### src/verilog/chain_port_map.vh
// Constants for the chained converter serial port
// Summary of operation
// Interface mode of a device is picked by its mode-select pin level.
// Devices after a master-mode first device must be synchronous slaves.
// Each hand-off output goes to the next device's chip select.
// After shifting out its whole frame, the device deasserts its hand-off output.
// Master chains feed the last hand-off back to the first chip select.
// Once its data is out, the device holds its data output high impedance.
// Host sends commands to a device only while that device is selected.
// First device's data-ready drives every other device's data-ready input.
// In master chains the host uses first data-ready as frame sync.
// In master mode the serial clock runs continuously at internal clock rate.
// All-slave chains clock from external master clock or free serial clock.
// With clock source select 1, master keeps the serial clock running.
// In all-slave chains the bus master synchronizes all conversions.
// In all-slave chains host frame sync drives every data-ready input.
// In all-slave chains master keeps synchronous clock with exact timing.
// Each device sends its own status and integrity words in the frame.
// Host lengthens its frame to cover all chained devices.
// Hand-off stays asserted while shifting; changes only after the final bit.
`ifndef CHAIN_PORT_MAP_VH
`define CHAIN_PORT_MAP_VH
`define WORD_BITS        24
`define FRAME_WORDS      6
`define STATUS_WORD      24'h220000
`define FIFO_DEPTH       8
`define CORE_DIV         5
`define CONV_PERIOD      64
`endif

### src/verilog/chain_serial_port.v
// Daisy-chain serial output port of one converter
`timescale 1ns/10ps
`include "chain_port_map.vh"
module chain_serial_port #(
    parameter WORD_BITS   = `WORD_BITS,
    parameter FRAME_WORDS = `FRAME_WORDS,
    parameter FIFO_DEPTH  = `FIFO_DEPTH
) (
    // Clock and reset
    input  wire                 sys_clk,
    input  wire                 rst,
    // Mode strap
    input  wire                 interface_mode_pin,
    // Serial link pins
    input  wire                 chip_select_n,
    input  wire                 serial_clk_in,
    output reg                  serial_clk_out,
    output reg                  serial_clk_oe_n,
    output reg                  data_out,
    output reg                  data_out_oe_n,
    output reg                  handoff_n,
    // Conversion sync
    input  wire                 conversion_ready_sync_in,
    output reg                  conversion_ready_sync,
    // Converted samples from the core
    input  wire                 sample_valid,
    output reg                  sample_ready,
    input  wire [WORD_BITS-1:0] sample_data,
    // State
    output reg                  master_mode
);
    localparam ST_IDLE  = 2'd0;
    localparam ST_SHIFT = 2'd1;
    localparam ST_DONE  = 2'd2;
    localparam CW = 5;

    reg [1:0]           state;
    reg [2:0]           cs_sync, sck_sync, rdy_sync;
    reg [2:0]           div_cnt;
    reg [6:0]           conv_cnt;
    reg                 mode_taken;
    reg [1:0]           mode_sync;
    reg [WORD_BITS-1:0] shreg;
    reg [CW-1:0]        bit_cnt;
    reg [3:0]           word_cnt;
    reg [WORD_BITS-1:0] crc_acc;
    wire                cs_act   = !cs_sync[2];
    wire                cs_fall  = cs_sync[2] && !cs_sync[1];
    wire                cs_rise  = !cs_sync[2] && cs_sync[1];
    wire                sck_fall = master_mode ? (div_cnt == 3'd0 && !serial_clk_out)
                                               : (sck_sync[2] && !sck_sync[1]);
    wire                rdy_fall = master_mode ? (conv_cnt == 7'd0)
                                               : (rdy_sync[2] && !rdy_sync[1]);
    wire                fifo_valid;
    wire                fifo_in_ready;
    wire [WORD_BITS-1:0] fifo_data;
    wire                last_word = (word_cnt == FRAME_WORDS[3:0] - 4'd1);
    // A slave shifts only while selected, so later chain members keep their words
    wire                shift_en  = sck_fall && (master_mode || (cs_act && !cs_rise));
    // Pop as the next data word is loaded, so each sample goes out once
    wire                data_word = (word_cnt < FRAME_WORDS[3:0] - 4'd2);
    wire                pop = (state == ST_SHIFT) && shift_en
                              && bit_cnt == WORD_BITS[CW-1:0] - 1'b1 && data_word;

    word_fifo #(.WIDTH(WORD_BITS), .DEPTH(FIFO_DEPTH), .AW(3)) u_fifo (
        .sys_clk   (sys_clk),
        .rst       (rst),
        .in_valid  (sample_valid),
        .in_ready  (fifo_in_ready),
        .in_data   (sample_data),
        .out_valid (fifo_valid),
        .out_ready (pop),
        .out_data  (fifo_data),
        .flush     (1'b0)
    );

    // Three-stage sync; only stages two and three feed logic
    always @(posedge sys_clk) begin
        if (rst) begin
            cs_sync  <= 3'b111;
            sck_sync <= 3'b000;
            rdy_sync <= 3'b111;
        end else begin
            cs_sync  <= {cs_sync[1], cs_sync[0], chip_select_n};
            sck_sync <= {sck_sync[1], sck_sync[0], serial_clk_in};
            rdy_sync <= {rdy_sync[1], rdy_sync[0], conversion_ready_sync_in};
        end
    end

    // Strap flops run through reset, so the level is settled at release
    always @(posedge sys_clk) begin
        mode_sync <= {mode_sync[0], interface_mode_pin};
    end

    // Strap caught once after reset release
    always @(posedge sys_clk) begin
        if (rst) begin
            mode_taken  <= 1'b0;
            master_mode <= 1'b0;
        end else if (!mode_taken) begin
            mode_taken  <= 1'b1;
            master_mode <= mode_sync[1];
        end
    end

    // Master clock runs free at the internal core clock rate
    always @(posedge sys_clk) begin
        if (rst) begin
            div_cnt         <= 3'd0;
            serial_clk_out  <= 1'b0;
            serial_clk_oe_n <= 1'b1;
            conv_cnt        <= 7'd0;
            conversion_ready_sync <= 1'b1;
        end else begin
            serial_clk_oe_n <= !master_mode;
            if (div_cnt == `CORE_DIV - 1) begin
                div_cnt        <= 3'd0;
                serial_clk_out <= !serial_clk_out;
            end else begin
                div_cnt <= div_cnt + 3'd1;
            end
            // Held until master mode is known, so the first pulse is full width
            if (!master_mode || conv_cnt == `CONV_PERIOD - 1) begin
                conv_cnt <= 7'd0;
            end else begin
                conv_cnt <= conv_cnt + 7'd1;
            end
            // Frame sync low for two sys_clk cycles, drives the chain's ready inputs
            conversion_ready_sync <= !(master_mode && (conv_cnt < 7'd2));
        end
    end

    // Frame shifter
    always @(posedge sys_clk) begin
        if (rst) begin
            state         <= ST_IDLE;
            shreg         <= {WORD_BITS{1'b0}};
            bit_cnt       <= {CW{1'b0}};
            word_cnt      <= 4'd0;
            crc_acc       <= {WORD_BITS{1'b0}};
            data_out      <= 1'b0;
            data_out_oe_n <= 1'b1;
            handoff_n     <= 1'b0;
            sample_ready  <= 1'b0;
        end else begin
            sample_ready <= fifo_in_ready;
            case (state)
                ST_IDLE: begin
                    data_out_oe_n <= 1'b1;
                    handoff_n     <= 1'b0;
                    if (rdy_fall || (cs_fall && !master_mode)) begin
                        state    <= ST_SHIFT;
                        shreg    <= `STATUS_WORD;
                        crc_acc  <= {WORD_BITS{1'b0}};
                        bit_cnt  <= {CW{1'b0}};
                        word_cnt <= 4'd0;
                    end
                end
                ST_SHIFT: begin
                    // Held asserted until the last bit is out
                    handoff_n     <= 1'b0;
                    data_out_oe_n <= !(cs_act || master_mode);
                    data_out      <= shreg[WORD_BITS-1];
                    if (cs_rise && !master_mode) begin
                        // Cut frame: drop the rest rather than resume out of step
                        state <= ST_IDLE;
                    end else if (shift_en) begin
                        shreg <= {shreg[WORD_BITS-2:0], 1'b0};
                        if (bit_cnt == WORD_BITS[CW-1:0] - 1'b1) begin
                            bit_cnt  <= {CW{1'b0}};
                            word_cnt <= word_cnt + 4'd1;
                            if (last_word) begin
                                state <= ST_DONE;
                            end else if (word_cnt == FRAME_WORDS[3:0] - 4'd2) begin
                                shreg <= crc_acc;
                            end else begin
                                // Empty FIFO sends zeros rather than stalling the frame
                                shreg   <= fifo_valid ? fifo_data : {WORD_BITS{1'b0}};
                                crc_acc <= crc_acc ^ (fifo_valid ? fifo_data
                                                                 : {WORD_BITS{1'b0}});
                            end
                        end else begin
                            bit_cnt <= bit_cnt + 1'b1;
                        end
                    end
                end
                ST_DONE: begin
                    data_out_oe_n <= 1'b1;
                    handoff_n     <= 1'b1;
                    if (!cs_act && !master_mode) begin
                        state <= ST_IDLE;
                    end else if (master_mode && rdy_fall) begin
                        state <= ST_IDLE;
                    end
                end
                default: begin
                    state <= ST_IDLE;
                end
            endcase
        end
    end
endmodule

### src/verilog/word_fifo.v
// Small synchronous FIFO with valid/ready on both sides
`timescale 1ns/10ps
module word_fifo #(
    parameter WIDTH = 24,
    parameter DEPTH = 8,
    parameter AW    = 3
) (
    // Clock and reset
    input  wire             sys_clk,
    input  wire             rst,
    // Fill side
    input  wire             in_valid,
    output wire             in_ready,
    input  wire [WIDTH-1:0] in_data,
    // Drain side
    output wire             out_valid,
    input  wire             out_ready,
    output wire [WIDTH-1:0] out_data,
    // Flush
    input  wire             flush
);
    reg [WIDTH-1:0] mem [0:DEPTH-1];
    reg [AW-1:0]    wr_ptr;
    reg [AW-1:0]    rd_ptr;
    reg [AW:0]      count;
    wire            do_wr = in_valid && in_ready;
    wire            do_rd = out_valid && out_ready;

    assign in_ready  = (count != DEPTH[AW:0]);
    assign out_valid = (count != {(AW+1){1'b0}});
    assign out_data  = mem[rd_ptr];

    always @(posedge sys_clk) begin
        if (do_wr) begin
            mem[wr_ptr] <= in_data;
        end
    end

    always @(posedge sys_clk) begin
        if (rst || flush) begin
            wr_ptr <= {AW{1'b0}};
            rd_ptr <= {AW{1'b0}};
            count  <= {(AW+1){1'b0}};
        end else begin
            if (do_wr) begin
                wr_ptr <= wr_ptr + 1'b1;
            end
            if (do_rd) begin
                rd_ptr <= rd_ptr + 1'b1;
            end
            if (do_wr && !do_rd) begin
                count <= count + 1'b1;
            end else if (do_rd && !do_wr) begin
                count <= count - 1'b1;
            end
        end
    end
endmodule
### config.mk
export PLATFORM = sky130hd
export DESIGN_NAME = chain_serial_port
export DESIGN_NICKNAME = d
export VERILOG_FILES = /design/src/verilog/chain_serial_port.v /design/src/verilog/word_fifo.v
export VERILOG_INCLUDE_DIRS = /design/src /design/src/verilog
export SDC_FILE = /design/constraint.sdc
export NUM_CORES = 1
export LEC_CHECK = 0
export ABC_AREA = 0
export ABC_CLOCK_PERIOD_IN_PS = 4400
export BUFFER_PORTS_ARGS = -buffer_cell sky130_fd_sc_hd__buf_2
export CAP_MARGIN = 20
export CORE_MARGIN = 2
export CORE_UTILIZATION = 55
export CTS_CLUSTER_SIZE = 20
export DETAILED_ROUTE_END_ITERATION = 16
export PLACE_DENSITY = 0.81
export SYNTH_ARGS = -nofsm -noshare
export SYNTH_HDL_FRONTEND = slang
export SYNTH_SLANG_ARGS = --single-unit
### constraint.sdc
create_clock -name sys_clk -period 4.4 [get_ports sys_clk]
set_clock_uncertainty 0.05 [all_clocks]
set_input_delay 0.88 -clock sys_clk [delete_from_list [all_inputs] [get_ports sys_clk]]
set_output_delay 0.88 -clock sys_clk [all_outputs]
set_load 0.05 [all_outputs]
==> results.md <==
- Root Buffer: clkbuf_16
- Hold Fails Final Rpt: 0
- Die ar.: 23,100 um^2
- Worst Setup Start Kind: flip-flop
- Async SR Flop Fraction: 0%
- Crit path launch: bit_cnt[0]
- Global Route Usage Sum: 19.8%
- Sequential share of the synthesized area: 65.0%
- Initial Utilization: 55.6%
- # port buffers: 38
- Worst-path cell chain: ha_1 > nand4b_1 > buf_4 > or4_1 > nor3_2 > inv_1 > ha_1 > inv_1 > ha_1 > a21o_1 > a21oi_1 > xnor2_1 > or3_1 > a21oi_1
- Routed wire length: 22,900 um
- # diodes: 0
- Crit-path max FO: 24
- Largest net degree at the start of global routing: 69
- Ys flop type: edfxtp_1
- Capture point of the worst path: u_fifo.count[3]
- Antenna-violating nets left: 0
- Drt first pass iters: 5
- Fin crit period: 3.39 ns
- Mapped Cells: 905
- Final setup violation count: 0
- # nets final: 986
- FF-to-FF path depth: 14
- Most common cell type on the critical path: ha_1
- Number of global-route vias before repair: 6,925
- # DRC: 0
- TNS Setup: 0 ns
- Die H: 152 um
- Worst path max stage delay: 0.43 ns
- FF-to-FF Start: bit_cnt[0]
- Vias: 7,101
- #FFs+latches synth: 294
- CP arrival: 3.80 ns
- Core area: 21,600 um^2
- Hold WC Path Type: flip-flop to flip-flop
- Synth warn: 0
- CTS tree: yes
- WP data required: 4.81 ns
- Worst-Margin Slew: 1.14 ns
- VDD IR-drop max: 0.000342 V
- Count of cell types in the netlist: 50
- Critical path type: flip-flop to flip-flop
- Fmax: 295 MHz
- Mapped Area: 12,000 um^2
- Cts hold-fix bufs: 0
- Fraction of layout cells with a size suffix above 1: 15.8%
- CTS sink count: 294
- Max Cap Violations: 0
- CTS H-tree depth: 1
- Hold Crit Start: mode_sync[0]
- R2R Setup Slk: 1.01 ns
- Slew HR: 24.1%
- Top cells by area, synth: edfxtp_1 48%, dfxtp_1 17%, mux2i_1 8.4%, nor2_1 2.9%, xnor2_1 2.6%
- WL/cell: 18.5 um
- Cts repair resizes: 0
- Commonest cells in the netlist: 192 x edfxtp_1, 102 x dfxtp_1, 101 x mux2i_1, 93 x nor2_1, 43 x nand2_1
- Syn Nets: 950
- Global-route wire length before repair: 37,000 um
- Most numerous cell in the Yosys netlist: edfxtp_1
- Cell accounting for the most synthesized area: edfxtp_1
- # IOs: 39
- Syn_area_per_cell: 13.3 um^2
- Post-CTS Setup Repair Bufs: 0
- Clock transition at the registers of the reported paths: 0.07 ns
- Clock Latency Late Sink: 0.55 ns
- Unrepaired setup endpoints after global routing: false
- Outcome: finished, final reports clean
- Initial drt markers: 510
- Die W: 152 um
- Overflow after GRT: 0
- Leak Pwr: 4.32 nW
- Hpwl dp: 13,300 um
- Placer congestion estimate: 0.768
- Initial antenna violation count: 0
- Max clock buf depth: 3
- Critical-path top delay cell: or4_1
- EDFF count, synth: 192
- Total power: 6.24 mW
- Worst r2r dst: u_fifo.count[3]
- Pwr dens: 464 nW/um^2
- Row Count: 54
- Pins over their slew limit: 0
- Fin crit share: 77.1%
- Layout area overhead: 12.0%
- Post-synth top area share: 48.0%
- Vias/cell: 5.73
- Crit end category: flip-flop
- TritonCTS buffer count: 29
[worst max-delay path, delay by kind of cell (launching register included)]
| family | cells | cell delay [ns] |
|---|---|---|
| AOI/OAI and AO/OA | 3 | 0.55 |
| xor gates and xnor gates | 1 | 0.10 |
| adders and majority gates | 3 | 0.68 |
| buffers and inverters | 3 | 0.43 |
| DFF | 1 | 0.37 |
| and+or+nand+nor | 4 | 1.13 |
[layout by cell type, fill, tap and decap left out, drive strengths merged, types with 26 or more instances in the layout]
| cell type | count |
|---|---|
| nand3 | 29 |
| mux2i | 101 |
| clkbuf | 38 |
| edfxtp | 192 |
| o21ai | 26 |
| dfxtp | 102 |
| buf | 60 |
| a21oi | 37 |
| xnor2 | 35 |
| nor2 | 93 |
| nand2 | 43 |
| a211oi | 27 |
[worst min-delay path by stage]
stage              endpoint  cells past startpoint  slack, ns
5_1_grt        mode_sync[1]                      0       0.29
6_report       mode_sync[1]                      0       0.28
3_3_place_gp   mode_sync[1]                      0       0.26
2_1_floorplan  mode_sync[1]                      0       0.26
4_1_cts        mode_sync[1]                      0       0.28
3_5_place_dp   mode_sync[1]                      0       0.27
[per-layer routing]
| metal | share of wire [%] | track usage, % | up-vias | routed length, um |
|---|---|---|---|---|
| met5 | 0 | 0 | - | 0 |
| met4 | 1.6 | 4.36 | 0 | 363 |
| met2 | 49 | 33.9 | 167 | 11300 |
| met1 | 44 | 26.9 | 3486 | 9980 |
| met3 | 5.5 | 3.19 | 25 | 1270 |
| li1 | - | - | 3423 | - |
[where the power goes]
group | internal [mW] | total (mW) | switching, mW
sequential | 3.07 | 3.14 | 0.0652
combinational | 0.240 | 0.687 | 0.446
clock | 1.44 | 2.42 | 0.981
[through the flow]
stage | hold slack, ns | instances | setup WS [ns] | util, % | cell area, um^2
global route | 0.293 | 1239 | 0.813 | 62.3 | 13500
detailed placement | 0.269 | 1190 | 1.06 | 57.9 | 12500
floorplan | 0.260 | 905 | 0.571 | - | 12000
CTS | 0.283 | 1239 | 1.01 | 62.3 | 13500
finish | 0.279 | 1239 | 1.01 | 62.3 | 13500
global placement | 0.265 | 1189 | 1.18 | 57.9 | 12500
[registers in the layout (all words and copies together), names as in the netlist, 2 cells and up, named ones only]
name / cells
cs_sync: 3
u_fifo.wr_ptr: 3
conv_cnt: 7
state: 2
u_fifo.mem: 192
u_fifo.count: 4
u_fifo.rd_ptr: 3
shreg: 24
crc_acc: 24
sck_sync: 3
div_cnt: 3
mode_sync: 2
word_cnt: 4
rdy_sync: 3
bit_cnt: 5
[cell type report]
class                   instances  area [um^2]
fillers                      1622         8160
multi-input cells             541         3930
repair buffers                 60          375
clock inverters                11          144
flip-flops and latches        294         7810
clock buffers                  38          792
inverters                      15         56.3
well taps                     280          350
[logic make-up (layout without fill, tap and decap cells)]
logic type / count (synthesis) / count (layout) / share of synthesized area, %
xor+xnor: 41 / 41 / 2.99
fa+ha+maj: 14 / 14 / 1.52
compound gates: 162 / 162 / 10.3
simple gates: 221 / 221 / 8.65
buf+inv: 70 / 124 / 2.76
flops: 294 / 294 / 65.0
mux: 103 / 103 / 8.79
Note: power is estimated with default switching activity, not from simulation.
